File: src/axr_consts.svh
// register offsets, field positions, reset values and codes for the aux register bank
`ifndef AXR_CONSTS_SVH
`define AXR_CONSTS_SVH

// documented offsets (indices); byte address is four times the index
`define AXR_IDX_PIN_LEVELS 8'h14
`define AXR_IDX_SETUP 8'h15
`define AXR_IDX_INPUT_SEL 8'h16
// own register for pin direction
`define AXR_IDX_DIRECTION 8'h13

`define AXR_RST_PIN_LEVELS 8'h00
`define AXR_RST_SETUP 8'h00
`define AXR_RST_INPUT_SEL 8'h01
`define AXR_RST_DIRECTION 8'h00

`define AXR_RATE_HI 7
`define AXR_RATE_LO 6
`define AXR_REF_HI 5
`define AXR_REF_LO 3
`define AXR_GAIN_HI 2
`define AXR_GAIN_LO 0
`define AXR_POS_HI 7
`define AXR_POS_LO 4
`define AXR_NEG_HI 3
`define AXR_NEG_LO 0

`define AXR_REF_AVDD 3'h4
`define AXR_GAIN_MAX 3'h6
`define AXR_SEL_PIN_LAST 4'hA

`define AXR_ADDR_W 10
`define AXR_UNMAPPED_DATA 32'h00000000

`endif

File: src/axr_pkg.sv
// types for the aux register bank
`default_nettype none
package axr_pkg;
	typedef enum logic [1:0] {AXR_RATE_10, AXR_RATE_100, AXR_RATE_400, AXR_RATE_800} axr_rate_t;
	typedef enum logic [2:0] {
		AXR_REF_INTERNAL, AXR_REF_AIN01, AXR_REF_AIN23, AXR_REF_AIN45, AXR_REF_SUPPLY,
		AXR_REF_RSV5, AXR_REF_RSV6, AXR_REF_RSV7
	} axr_ref_t;
	typedef enum logic [1:0] {AXR_SRC_PIN, AXR_SRC_MONITOR, AXR_SRC_TEST, AXR_SRC_OPEN} axr_src_t;
	typedef enum {AXR_IDLE, AXR_ACK} axr_bus_state_t;
endpackage
`default_nettype wire

File: src/axr_regs.sv
// aux converter and pin level register bank on Avalon-MM
// ==========================================================
// Overview of operation
// pin level register at 14h, eight bits, one per pin, reset 00h.
// a pin set as output reads back 0 in the level register.
// writing an input pin's level bit only stores it, pin untouched.
// level bit 0 means low, 1 means high; outputs drive the stored bit.
// direction bit 0 makes an output (reset), 1 an input.
// aux setup register at 15h, reset 00h.
// bits 7:6 choose data rate 10, 100, 400 or 800 SPS.
// bits 5:3 choose reference: internal, input pairs 0/1, 2/3, 4/5, supplies.
// software never writes reference codes 101 to 111.
// bits 2:0 choose gain two to the code, 1 to 64.
// after reset: internal reference, unity gain, slowest rate.
// input select register at 16h, reset 01h: input 0 positive, input 1 negative.
// positive codes 0 to 9 pick analog pins, 1010 the common pin.
// positive codes 1011 to 1111: monitors, test signal, open.
// negative field bits 3:0 uses same pin map, reset 0001.
// negative codes 1011 to 1110 monitor negatives, 1111 open; here 1110 gives the test signal, as for the positive field.
// gain code 111 is flagged reserved yet stored and read back.
// setup and select registers read back exactly what was written.
//
// The Avalon-MM register port was left to the implementer.
`default_nettype none
`include "axr_consts.svh"
module axr_regs
	import axr_pkg::*;
(
	input wire logic clk,
	input wire logic nrst,
	input wire logic [`AXR_ADDR_W-1:0] avs_address,
	input wire logic avs_read,
	input wire logic avs_write,
	input wire logic [31:0] avs_writedata,
	input wire logic [3:0] avs_byteenable,
	output logic [31:0] avs_readdata,
	output logic avs_waitrequest,
	input wire logic [7:0] gpio_in,
	output logic [7:0] gpio_out,
	output logic [7:0] gpio_oe_n,
	output axr_rate_t aux_rate_select,
	output logic [9:0] aux_rate_sps,
	output axr_ref_t aux_reference_select,
	output logic aux_reference_reserved,
	output logic [2:0] aux_gain_select,
	output logic [6:0] aux_gain_vv,
	output logic aux_gain_reserved,
	output axr_src_t aux_positive_src,
	output logic [3:0] aux_positive_index,
	output axr_src_t aux_negative_src,
	output logic [3:0] aux_negative_index
);
	// ==========================================================
	// register state
	logic [7:0] pin_level_bits_q;
	logic [7:0] direction_q;
	logic [7:0] setup_q;
	logic [7:0] input_sel_q;
	logic [7:0] gpio_in_q;
	axr_bus_state_t state_q;
	axr_src_t pos_src_d;
	axr_src_t neg_src_d;
	logic [3:0] pos_idx_d;
	logic [3:0] neg_idx_d;
	logic wr_take;
	logic [7:0] word_idx;
	logic [7:0] rd_data_d;
	logic pin_hit;
	logic dir_hit;
	logic setup_hit;
	logic sel_hit;
	logic accept_d;
	logic [1:0] rate_code;
	logic [2:0] ref_code;
	logic [2:0] gain_code;

	function automatic logic [7:0] merge_byte(input logic [7:0] old, input logic [31:0] wd,
		input logic [3:0] be);
		merge_byte = be[0] ? wd[7:0] : old;
	endfunction

	function automatic logic [9:0] rate_to_sps(input logic [1:0] code);
		case (code)
			2'h0: rate_to_sps = 10'h00A;
			2'h1: rate_to_sps = 10'h064;
			2'h2: rate_to_sps = 10'h190;
			default: rate_to_sps = 10'h320;
		endcase
	endfunction

	// code 111 has no gain setting; it is stored but flagged
	function automatic logic gain_is_reserved(input logic [2:0] code);
		gain_is_reserved = code > `AXR_GAIN_MAX;
	endfunction

	function automatic logic [6:0] gain_to_vv(input logic [2:0] code);
		if (gain_is_reserved(code)) begin
			gain_to_vv = 7'h00;
		end else begin
			gain_to_vv = 7'(7'h01 << code);
		end
	endfunction

	function automatic logic ref_is_reserved(input logic [2:0] code);
		ref_is_reserved = code > `AXR_REF_AVDD;
	endfunction

	// ==========================================================
	// bus handshake: one wait cycle, answer on the second edge
	assign word_idx = avs_address[`AXR_ADDR_W-1:2];
	assign pin_hit = (word_idx == `AXR_IDX_PIN_LEVELS);
	assign dir_hit = (word_idx == `AXR_IDX_DIRECTION);
	assign setup_hit = (word_idx == `AXR_IDX_SETUP);
	assign sel_hit = (word_idx == `AXR_IDX_INPUT_SEL);
	assign accept_d = (avs_read || avs_write) && (state_q == AXR_IDLE);
	assign wr_take = avs_write && (state_q == AXR_ACK);

	always_ff @(posedge clk or negedge nrst) begin
		if (!nrst) begin
			state_q <= AXR_IDLE;
		end else begin
			case (state_q)
				AXR_IDLE: begin
					if (accept_d) begin
						state_q <= AXR_ACK;
					end
				end
				AXR_ACK: state_q <= AXR_IDLE;
				default: state_q <= AXR_IDLE;
			endcase
		end
	end

	// low for exactly the cycle in which the request is answered
	always_ff @(posedge clk or negedge nrst) begin
		if (!nrst) begin
			avs_waitrequest <= 1'b1;
		end else if (accept_d) begin
			avs_waitrequest <= 1'b0;
		end else begin
			avs_waitrequest <= 1'b1;
		end
	end

	// ==========================================================
	// pin sampling
	// one stage: pins are taken as synchronous
	always_ff @(posedge clk or negedge nrst) begin
		if (!nrst) begin
			gpio_in_q <= 8'h00;
		end else begin
			gpio_in_q <= gpio_in;
		end
	end

	// ==========================================================
	// register writes
	always_ff @(posedge clk or negedge nrst) begin
		if (!nrst) begin
			pin_level_bits_q <= `AXR_RST_PIN_LEVELS;
		end else if (wr_take && pin_hit) begin
			pin_level_bits_q <= merge_byte(pin_level_bits_q, avs_writedata, avs_byteenable);
		end
	end

	always_ff @(posedge clk or negedge nrst) begin
		if (!nrst) begin
			direction_q <= `AXR_RST_DIRECTION;
		end else if (wr_take && dir_hit) begin
			direction_q <= merge_byte(direction_q, avs_writedata, avs_byteenable);
		end
	end

	always_ff @(posedge clk or negedge nrst) begin
		if (!nrst) begin
			setup_q <= `AXR_RST_SETUP;
		end else if (wr_take && setup_hit) begin
			setup_q <= merge_byte(setup_q, avs_writedata, avs_byteenable);
		end
	end

	always_ff @(posedge clk or negedge nrst) begin
		if (!nrst) begin
			input_sel_q <= `AXR_RST_INPUT_SEL;
		end else if (wr_take && sel_hit) begin
			input_sel_q <= merge_byte(input_sel_q, avs_writedata, avs_byteenable);
		end
	end

	// ==========================================================
	// read mux
	// inputs read the sampled pin, outputs read zero
	always_comb begin
		if (pin_hit) begin
			rd_data_d = gpio_in_q & direction_q;
		end else if (dir_hit) begin
			rd_data_d = direction_q;
		end else if (setup_hit) begin
			rd_data_d = setup_q;
		end else if (sel_hit) begin
			rd_data_d = input_sel_q;
		end else begin
			rd_data_d = 8'h00;
		end
	end

	// captured at the accept edge, stands until the next read
	always_ff @(posedge clk or negedge nrst) begin
		if (!nrst) begin
			avs_readdata <= `AXR_UNMAPPED_DATA;
		end else if (avs_read && accept_d) begin
			avs_readdata <= {24'h000000, rd_data_d};
		end
	end

	// ==========================================================
	// pin drive
	always_ff @(posedge clk or negedge nrst) begin
		if (!nrst) begin
			gpio_out <= 8'h00;
		end else begin
			gpio_out <= pin_level_bits_q & ~direction_q;
		end
	end

	always_ff @(posedge clk or negedge nrst) begin
		if (!nrst) begin
			gpio_oe_n <= 8'h00;
		end else begin
			gpio_oe_n <= direction_q;
		end
	end

	// ==========================================================
	// decoded converter settings
	// every decoded output lags its register by one clock
	assign rate_code = setup_q[`AXR_RATE_HI:`AXR_RATE_LO];
	assign ref_code = setup_q[`AXR_REF_HI:`AXR_REF_LO];
	assign gain_code = setup_q[`AXR_GAIN_HI:`AXR_GAIN_LO];

	always_ff @(posedge clk or negedge nrst) begin
		if (!nrst) begin
			aux_rate_select <= AXR_RATE_10;
			aux_rate_sps <= 10'h00A;
		end else begin
			aux_rate_select <= axr_rate_t'(rate_code);
			aux_rate_sps <= rate_to_sps(rate_code);
		end
	end

	always_ff @(posedge clk or negedge nrst) begin
		if (!nrst) begin
			aux_reference_select <= AXR_REF_INTERNAL;
			aux_reference_reserved <= 1'b0;
		end else begin
			aux_reference_select <= axr_ref_t'(ref_code);
			aux_reference_reserved <= ref_is_reserved(ref_code);
		end
	end

	always_ff @(posedge clk or negedge nrst) begin
		if (!nrst) begin
			aux_gain_select <= 3'h0;
			aux_gain_vv <= 7'h01;
			aux_gain_reserved <= 1'b0;
		end else begin
			aux_gain_select <= gain_code;
			aux_gain_vv <= gain_to_vv(gain_code);
			aux_gain_reserved <= gain_is_reserved(gain_code);
		end
	end

	// ==========================================================
	// input select outputs
	axr_input_decode u_pos (
		.code(input_sel_q[`AXR_POS_HI:`AXR_POS_LO]),
		.src(pos_src_d),
		.index(pos_idx_d)
	);

	axr_input_decode u_neg (
		.code(input_sel_q[`AXR_NEG_HI:`AXR_NEG_LO]),
		.src(neg_src_d),
		.index(neg_idx_d)
	);

	always_ff @(posedge clk or negedge nrst) begin
		if (!nrst) begin
			aux_positive_src <= AXR_SRC_PIN;
			aux_positive_index <= 4'h0;
		end else begin
			aux_positive_src <= pos_src_d;
			aux_positive_index <= pos_idx_d;
		end
	end

	always_ff @(posedge clk or negedge nrst) begin
		if (!nrst) begin
			aux_negative_src <= AXR_SRC_PIN;
			aux_negative_index <= 4'h1;
		end else begin
			aux_negative_src <= neg_src_d;
			aux_negative_index <= neg_idx_d;
		end
	end

endmodule // axr_regs
`default_nettype wire

File: src/axr_input_decode.sv
// decodes one input-select field into source kind and pin or monitor index
`default_nettype none
`include "axr_consts.svh"
module axr_input_decode
	import axr_pkg::*;
(
	input wire logic [3:0] code,
	output axr_src_t src,
	output logic [3:0] index
);
	always_comb begin
		index = code;
		if (code <= `AXR_SEL_PIN_LAST) begin
			src = AXR_SRC_PIN;
		end else if (code == 4'hF) begin
			src = AXR_SRC_OPEN;
			index = 4'h0;
		end else if (code == 4'hE) begin
			src = AXR_SRC_TEST;
			index = 4'h0;
		end else begin
			src = AXR_SRC_MONITOR;
			index = code - 4'hB;
		end
	end
endmodule // axr_input_decode
`default_nettype wire

File: config.mk
export PLATFORM = sky130hd
export DESIGN_NAME = axr_regs
export DESIGN_NICKNAME = d
export VERILOG_FILES = /design/src/axr_pkg.sv /design/src/axr_regs.sv /design/src/axr_input_decode.sv
export VERILOG_INCLUDE_DIRS = /design/src
export SDC_FILE = /design/constraint.sdc
export NUM_CORES = 1
export LEC_CHECK = 0
export BUFFER_PORTS_ARGS = -buffer_cell sky130_fd_sc_hd__buf_4
export CAP_MARGIN = 20
export CORE_MARGIN = 2
export CORE_UTILIZATION = 45
export DETAILED_ROUTE_END_ITERATION = 7
export PLACE_DENSITY = 0.72
export SYNTH_ARGS = -nofsm -noshare
export SYNTH_HDL_FRONTEND = slang
export SYNTH_SLANG_ARGS = --single-unit
File: constraint.sdc
create_clock -name clk -period 4.75 [get_ports clk]
set_clock_uncertainty 0.05 [all_clocks]
set_input_delay 0.2375 -clock clk [delete_from_list [all_inputs] [get_ports clk]]
set_output_delay 0.2375 -clock clk [all_outputs]
set_load 0.01 [all_outputs]
==> reports/results.ini, run 1 <==
[status]
status = finished, final reports clean

[detailed_routing]
vias = 2545
ant_nets = 0
drtPass1Iterations = 4
post-route-drc-count = 0
first_iter_violations = 94
wl_met3_um = 404
top_layer_used = met4
route.met2.wl_um = 3930
via_per_inst = 5.04
wl_met1_um = 3380
drt_wl_total_um = 7830
wl_per_cell_um = 15.5

[worst_setup_path]
ff2ff_setup_slack_ns = 2.59
critical-path-max-stage-delay_ns = 0.91
cp-end-kind = register
crit_path_start_kind = register
crit_chain = nand2b_1, a2111oi_2, o211ai_1, o211ai_1
cp_slowest_cell = a2111oi_2
critPathMaxFanout = 10
critPathArrivalTime_ns = 2.38
worst_path_most_repeated_cell = o211ai_1
cp_data_required_time_ns = 4.97
worstSetupPathType = register to register

[grt]
grt_usage_pct = 16.7
gr-total-overflow = 0
first_global_vias = 2480
grt_pass1_wl_um = 12800
antenna_found_initial = 0
grt_max_degree = 52

[logic_synthesis]
avgSynthCellArea_sq_um = 13.5
synthCells = 299
synth.distinct_cells = 34
ys_ff_latch = 101
synth_area_sq_um = 4030
yosys_warnings = 0
synth-seq-area-share_pct = 62.9

[die]
die-area_sq_um = 9720
io_pins = 146
start_util_pct = 46.4
rows = 34
die_h_um = 98.6
die_x_um = 98.6
core_area_sq_um = 8680

[place]
place_congestion = 0.796
dp_cells = 480
port_buffers = 91
dp_hpwl_um = 5300
dp_slack_ns = 2.26

[pwr]
p_leak_nw = 2.52
powerDensity_nw_per_um2 = 304
ir_drop_v = 0.000137

[timing]
setup_violations = 0
rsz0062_at_grt = no
fmax_ghz = 0.462
final_max_slew_viol_count = 0
max_slew_margin_pct = 36.3
setup_slack_ns = 2.59
timing.final.crit_share_pct = 45.5
fin_setup_tns_ns = 0
hold_violations = 0
worstMarginPinSlew_ns = 0.953
min_period_ns = 2.16
whs_ns = 0.0747

[cells_and_area]
insertedDiodeCount = 0
layout-drive-gt1-share_pct = 38.3
area_growth_pct = 22.9
final_cell_mix = 96 x dfrtp_1, 92 x buf_4, 26 x mux2_2
fillers = 723
final_cells = 505
final_util_pct = 57.0
fin_nets = 450
final_common_cell = dfrtp_1

[clock_tree]
numClockSinks = 101
htree_levels = 3
clk_pin_slew_worst_paths_ns = 0.10
postCtsSetupBuffers = 0
clk-insertion-delay-late_ns = 0.36
cts_root_buf = clkbuf_8
clk_path_buf_depth = 2
cts_tree = built
cts_buffers = 9
cts_hold_buf = 9
post_cts_resized = 0

[min_path]
hold_class = primary input to register

[job]
cap_violations = 0

-- cell type report --
type / instances / area [sq um] / area share, %
flip-flops and latches: 101 / 2530 / 51.2
well taps: 108 / 135 / 2.73
clock inverters: 6 / 52.6 / 1.06
multi-input cells: 175 / 1290 / 26.1
clock buffers: 10 / 138 / 2.78
repair buffers: 101 / 781 / 15.8
inverters: 4 / 15.0 / 0.304
-- routing by layer --
layer	track usage, %	vias up
met2	26.9	85
met5	0	-
li1	-	1170
met3	2.98	9
met1	22.6	1281
met4	6.53	0
-- per-stage QoR --
stage | total power, mW | cell area, sq um
finish | 1.50 | 4950
global route | 1.56 | 4950
CTS | 1.52 | 4950
detailed placement | 0.995 | 4670
global placement | 0.992 | 4670
floorplan | 0.955 | 4120
-- cells by family after synthesis --
logic type,Yosys count,synth area share (%)
buffers and inverters,47,7.21
multiplexers,34,10.3
other,1,0.0932
AND/OR/NAND/NOR,90,14.6
AO/OA/AOI/OAI,26,4.85
flip-flops,101,62.9
-- power by group --
part	switching (mW)	internal [mW]	leakage (nW)	total [mW]
clock	0.307	0.213	0.0914	0.520
sequential	0.00937	0.876	1.37	0.885
combinational	0.0579	0.0404	1.06	0.0983
-- sequential cells by signal, summed over array words and instances (netlist names), 3 cells and up --
| signal | cells |
|---|---|
| gpio_out | 8 |
| gpio_in_q | 8 |
| aux_reference_select | 3 |
| aux_negative_index | 4 |
| pin_level_bits_q | 8 |
| gpio_oe_n | 8 |
| direction_q | 8 |
| setup_q | 8 |
| aux_rate_sps | 6 |
| avs_readdata | 8 |
| aux_gain_vv | 7 |
| aux_gain_select | 3 |
| aux_positive_index | 4 |
| input_sel_q | 8 |
-- worst max-delay path, delay by kind of cell (launching register included) --
kind,cells,cell delay [ns]
AOI/OAI and AO/OA,3,1.26
and+or+nand+nor,1,0.37
DFF,1,0.40
-- cell usage after synthesis (all sizes together) --
library cell / number / area share [%]
buf: 30 / 5.6
and3b: 4 / 0.87
or2: 1 / 0.16
inv: 4 / 0.37
nor3b: 3 / 0.56
nand2b: 4 / 0.62
a2111oi: 1 / 0.37
and3: 3 / 0.47
o211ai: 16 / 3.0
o31ai: 2 / 0.37
o22ai: 2 / 0.31
dfstp: 5 / 3.3
mux2: 34 / 10
nor4: 2 / 1.1
or3: 1 / 0.16
nand2: 23 / 2.1
or4b: 1 / 0.34
conb: 1 / 0.093
and2: 1 / 0.16
nor3: 1 / 0.12
a21boi: 2 / 0.37
nand4b: 16 / 3.5
clkbuf: 13 / 1.2
nor4b: 1 / 0.59
dfrtp: 96 / 60
o21ai: 2 / 0.25
nor2b: 12 / 1.9
nand3: 9 / 1.1
nand3b: 2 / 0.37
nor2: 6 / 0.56
o21a: 1 / 0.19
-- worst paths after layout --
check,from,endpoint,depth (start not counted)
min,avs_writedata[2],direction_q[2]$_DFFE_PN0P_,2
max,state_q[0]$_DFFE_PN0P_,avs_readdata[6]$_DFFE_PN0P_,4
min in group asynchronous,nrst,gpio_oe_n[2]$_DFF_PN0_,2
max reg2reg,state_q[0]$_DFFE_PN0P_,avs_readdata[6]$_DFFE_PN0P_,4
min reg2reg,setup_q[4]$_DFFE_PN0P_,aux_reference_select[1]$_DFF_PN0_,0
max in group asynchronous,nrst,gpio_in_q[5]$_DFF_PN0_,3
Power figures use the tool's default switching activity.
==> run 2: changes to the inputs <==
- CORE_UTILIZATION: 45 -> 44
- PLACE_DENSITY: 0.72 -> 0.73
- clock period: 4.75 -> 1.9 ns (I/O delays scaled with it)
==> reports/results.ini, run 2 (synthesis results as in run 1) <==
[worst_setup_path]
critPathArrivalTime_ns = 1.99  ; -0.39 ns
critPathMaxFanout = 5  ; -5
crit_path_start_kind = register
crit_chain = nand3_1, or2_1, buf_4, nor4_4, buf_4, mux2_2
cp_data_required_time_ns = 2.09  ; -2.88 ns
cp-end-kind = register
worstSetupPathType = register to register
critical-path-max-stage-delay_ns = 0.38  ; -0.53 ns
cp_slowest_cell = dfrtp_1
worst_path_most_repeated_cell = buf_4

[clock_tree]
cts_tree = built
clk-insertion-delay-late_ns = 0.36  ; about the same
post_cts_resized = 0  ; unchanged
clk_pin_slew_worst_paths_ns = 0.10  ; about the same
htree_levels = 3  ; unchanged
clk_path_buf_depth = 2  ; unchanged
numClockSinks = 101  ; unchanged
cts_buffers = 9  ; unchanged
cts_root_buf = clkbuf_8

[cells_and_area]
layout-drive-gt1-share_pct = 39.1  ; +0.85 points
fin_nets = 472  ; +4.9%
final_cell_mix = 103 x buf_4, 96 x dfrtp_1, 26 x mux2_2
insertedDiodeCount = 0  ; unchanged
fin_area_sq_um = 5150  ; +4.2%
final_common_cell = buf_4
area_growth_pct = 28.0

[timing]
setup_slack_ns = 0.0974  ; -2.49 ns
worstMarginPinSlew_ns = 0.535  ; -0.419 ns
min_period_ns = 1.80  ; -0.360 ns
hold_violations = 0  ; unchanged
setup_violations = 0  ; unchanged
fmax_ghz = 0.555  ; +20%
rsz0062_at_grt = no
timing.final.crit_share_pct = 94.9  ; +49 points
max_slew_margin_pct = 64.4  ; +28 points
final_max_slew_viol_count = 0  ; unchanged

[grt]
first_global_vias = 2596  ; +4.7%
antenna_found_initial = 0  ; unchanged
gr-total-overflow = 0  ; unchanged
grt_pass1_wl_um = 13000  ; +1.6%
grt_usage_pct = 17.0  ; +0.32 points
grt_max_degree = 44  ; -15%

[place]
place_area_sq_um = 4770  ; +2.2%
dp_hpwl_um = 5660  ; +6.7%
place_congestion = 0.816  ; +2.5%
port_buffers = 91  ; unchanged
dp_slack_ns = -0.197  ; -2.46 ns

[detailed_routing]
via_per_inst = 4.96  ; -1.7%
first_iter_violations = 105  ; +12%
drtPass1Iterations = 4  ; unchanged
ant_nets = 0  ; unchanged
vias = 2612  ; +2.6%
drt_wl_total_um = 8210  ; +4.9%
wl_per_cell_um = 15.6  ; +0.51%
post-route-drc-count = 0  ; unchanged

[pwr]
powerDensity_nw_per_um2 = 736  ; +140%
p_leak_nw = 2.63  ; +4.5%
ir_drop_v = 0.000352  ; +160%

[die]
die_h_um = 99.6  ; +1.1%
start_util_pct = 45.7  ; -0.67 points
die_x_um = 99.6  ; +1.1%
rows = 34  ; unchanged
die-area_sq_um = 9930  ; +2.2%
core_area_sq_um = 8810  ; +1.5%
io_pins = 146  ; unchanged

[status]
status = finished, final reports clean

[job]
cap_violations = 0  ; unchanged

[min_path]
hold_class = primary input to register

## run 2: changes by cell type in the layout (fill, tap and decap cells not counted)
cell	before	now
buf_4	92	103
dlygate4sd3_1	9	19
clkbuf_8	10	12
buf_12	0	1
clkinv_2	0	1
clkinvlp_4	2	1
inv_6	2	1
inv_8	1	0
## run 2: area by class of cell
cell class / instances / area [sq um]
fillers: 727 / 3650
clock inverters: 4 / 30.0
flip-flops and latches: 101 / 2530
inverters: 4 / 15.0
multi-input cells: 175 / 1290
well taps: 108 / 135
repair buffers: 123 / 983
clock buffers: 12 / 165
## run 2: worst max-delay path: cells and delay by family (launching register included)
family	cells	cell delay, ns
simple gates	3	0.51
buf+inv	2	0.40
flops	1	0.38
mux	1	0.34
## run 2: repair_timing
action                                 CTS  global route
setup buffers                            0             0
endpoints found under the hold margin   78             0
hold buffers                            19             0
## run 2: routing by layer
| metal | vias to the layer above | wire [um] | track usage, % |
|---|---|---|---|
| met5 | - | 0 | 0 |
| met4 | 0 | 141 | 7.59 |
| met3 | 12 | 399 | 4.29 |
| met2 | 87 | 3890 | 25.3 |
| met1 | 1294 | 3780 | 23.6 |
| li1 | 1219 | - | - |
## run 2: path summary, 6_finish.rpt
| kind | startpoint | to | slack (ns) | depth (start not counted) |
|---|---|---|---|---|
| max in group asynchronous | nrst | avs_waitrequest$_DFF_PN1_ | 0.87 | 3 |
| worst min register to register | setup_q[3]$_DFFE_PN0P_ | aux_reference_select[0]$_DFF_PN0_ | 0.41 | 0 |
| min in group asynchronous | nrst | gpio_oe_n[2]$_DFF_PN0_ | 0.21 | 2 |
| worst max register to register | state_q[0]$_DFFE_PN0P_ | setup_q[6]$_DFFE_PN0P_ | 0.1 | 6 |
| worst max-delay path | state_q[0]$_DFFE_PN0P_ | setup_q[6]$_DFFE_PN0P_ | 0.1 | 6 |
| worst min-delay path | avs_read | avs_readdata[0]$_DFFE_PN0P_ | 0.14 | 4 |
## run 2: power by group
| part | internal, mW | switching [mW] |
|---|---|---|
| Sequential | 2.19 | 0.0239 |
| Combinational | 0.123 | 0.152 |
| Clock | 0.589 | 0.718 |
## run 2: stage by stage
step | hold slack, ns | util, % | power [mW] | setup TNS [ns] | std cells
floorplan | -0.251 | - | 2.39 | -0.737 | 323
global placement | 0.0479 | 54.1 | 2.49 | -3.20 | 492
detailed placement | 0.0653 | 54.1 | 2.50 | -4.19 | 492
CTS | 0.140 | 58.5 | 3.83 | 0 | 527
global route | 0.182 | 58.5 | 3.96 | 0 | 527
finish | 0.142 | 58.5 | 3.80 | 0 | 527
==> run 3: changes to the inputs <==
- PLACE_DENSITY: 0.73 -> default
- PLACE_DENSITY_LB_ADDON: default -> 0.12
- REMOVE_ABC_BUFFERS: default -> 1
==> reports/results.ini, run 3 (synthesis results as in run 1) <==
[status]
status = finished, final reports clean

[pwr]
ir_drop_v = 0.000350  ; -0.52%
powerDensity_nw_per_um2 = 731  ; -0.68%
p_leak_nw = 2.65  ; +0.52%

[die]
start_util_pct = 45.7  ; unchanged
core_area_sq_um = 8810  ; unchanged
io_pins = 146  ; unchanged
die_x_um = 99.6  ; unchanged
rows = 34  ; unchanged
die_h_um = 99.6  ; unchanged
die-area_sq_um = 9930  ; unchanged

[place]
dp_slack_ns = -0.185  ; +0.0123 ns
port_buffers = 91  ; unchanged
place_congestion = 0.785  ; -3.9%
dp_hpwl_um = 5630  ; -0.46%

[min_path]
hold_class = primary input to asynchronous set/reset pin

[worst_setup_path]
critical-path-max-stage-delay_ns = 0.38  ; about the same
r2r-start = state_q[0]$_DFFE_PN0P_
worstSetupPathType = register to register
worst_path_most_repeated_cell = buf_4
cp-startpoint = state_q[0]$_DFFE_PN0P_
cp-endpoint = input_sel_q[6]$_DFFE_PN0P_
cp_slowest_cell = dfrtp_1
crit_chain = nand3_1, or2_1, buf_4, nor4b_4, buf_4, mux2_2
r2r_end = input_sel_q[6]$_DFFE_PN0P_
critPathArrivalTime_ns = 1.94  ; -0.05 ns
critPathMaxFanout = 8  ; +3
ff2ff_path_depth = 6  ; unchanged
ff2ff_setup_slack_ns = 0.16  ; +0.06 ns
cp_data_required_time_ns = 2.10  ; about the same
crit_path_start_kind = register
cp-end-kind = register

[clock_tree]
postCtsSetupBuffers = 0  ; unchanged
htree_levels = 3  ; unchanged
cts_root_buf = clkbuf_8
clk_path_buf_depth = 2  ; unchanged
clk_pin_slew_worst_paths_ns = 0.10  ; about the same
cts_hold_buf = 19  ; unchanged
cts_tree = built
post_cts_resized = 0  ; unchanged
numClockSinks = 101  ; unchanged
cts_buffers = 9  ; unchanged
clk-insertion-delay-late_ns = 0.36  ; about the same

[timing]
min_period_ns = 1.74  ; -0.0644 ns
setup_slack_ns = 0.162  ; +0.0644 ns
hold_violations = 0  ; unchanged
whs_ns = 0.155  ; +0.0129 ns
final_max_slew_viol_count = 0  ; unchanged
setup_violations = 0  ; unchanged
timing.final.crit_share_pct = 91.5  ; -3.4 points
fmax_ghz = 0.575  ; +3.7%
rsz0062_at_grt = no

[cells_and_area]
final_common_cell = buf_4
area_growth_pct = 28.7
layout-drive-gt1-share_pct = 39.7  ; +0.58 points
fin_nets = 476  ; +0.85%
final_cell_mix = 107 x buf_4, 96 x dfrtp_1, 26 x mux2_2
final_util_pct = 58.8  ; +0.30 points
insertedDiodeCount = 0  ; unchanged

[grt]
first_global_vias = 2611  ; +0.58%
gr-total-overflow = 0  ; unchanged
antenna_found_initial = 0  ; unchanged
grt_pass1_wl_um = 13300  ; +2.4%
grt_usage_pct = 17.3  ; +0.30 points
grt_max_degree = 58  ; +32%

[detailed_routing]
wl_per_cell_um = 15.1  ; -3.1%
drt_wl_total_um = 8020  ; -2.4%
ant_nets = 0  ; unchanged
post-route-drc-count = 0  ; unchanged
first_iter_violations = 97  ; -7.6%
drtPass1Iterations = 4  ; unchanged
via_per_inst = 4.94  ; -0.34%
vias = 2623  ; +0.42%

[job]
cap_violations = 0  ; unchanged

## run 3: worst max-delay path: cells and delay by family, from the launching register on
family	cells	cell delay, ns
buffers and inverters	2	0.37
DFF	1	0.38
muxes	1	0.34
and+or+nand+nor	3	0.49
## run 3: cell type report
| class | instances | area, sq um |
|---|---|---|
| Fill cell | 745 | 3630 |
| Sequential cell | 101 | 2530 |
| Multi-Input combinational cell | 175 | 1290 |
| Timing Repair Buffer | 127 | 1010 |
| Tap cell | 108 | 135 |
| Clock buffer | 9 | 124 |
| Clock inverter | 7 | 67.6 |
| Inverter | 4 | 15.0 |
## run 3: worst min-delay path by stage
stage | endpoint | cells after the start | startpoint
floorplan | aux_gain_reserved$_DFF_PN0_ | 0 | nrst
global placement | aux_gain_vv[6]$_DFF_PN0_ | 1 | nrst
detailed placement | aux_rate_sps[5]$_DFF_PN0_ | 1 | nrst
CTS | aux_rate_sps[5]$_DFF_PN0_ | 2 | nrst
global route | aux_gain_vv[6]$_DFF_PN0_ | 2 | nrst
finish | aux_gain_vv[4]$_DFF_PN0_ | 2 | nrst
## run 3: power by group
group	leakage, nW	switching [mW]	internal (mW)
registers	1.37	0.0239	2.19
clock network	0.0954	0.790	0.511
logic	1.18	0.151	0.124
## run 3: metal layers
metal	wire length [um]	track usage (%)
met5	0	0
met3	383	3.87
met2	3920	27.1
met1	3620	23.9
met4	89	6.01
## run 3: stage by stage
| stage | instance area (sq um) | power [mW] | TNS [ns] | cells |
|---|---|---|---|---|
| 2_1_floorplan | 3840 | 2.33 | -1.60 | 280 |
| 3_3_place_gp | 4800 | 2.50 | -3.90 | 496 |
| 3_5_place_dp | 4800 | 2.50 | -4.63 | 496 |
| 4_1_cts | 5180 | 3.84 | 0 | 531 |
| 5_1_grt | 5180 | 3.99 | 0 | 531 |
| 6_report | 5180 | 3.79 | 0 | 531 |
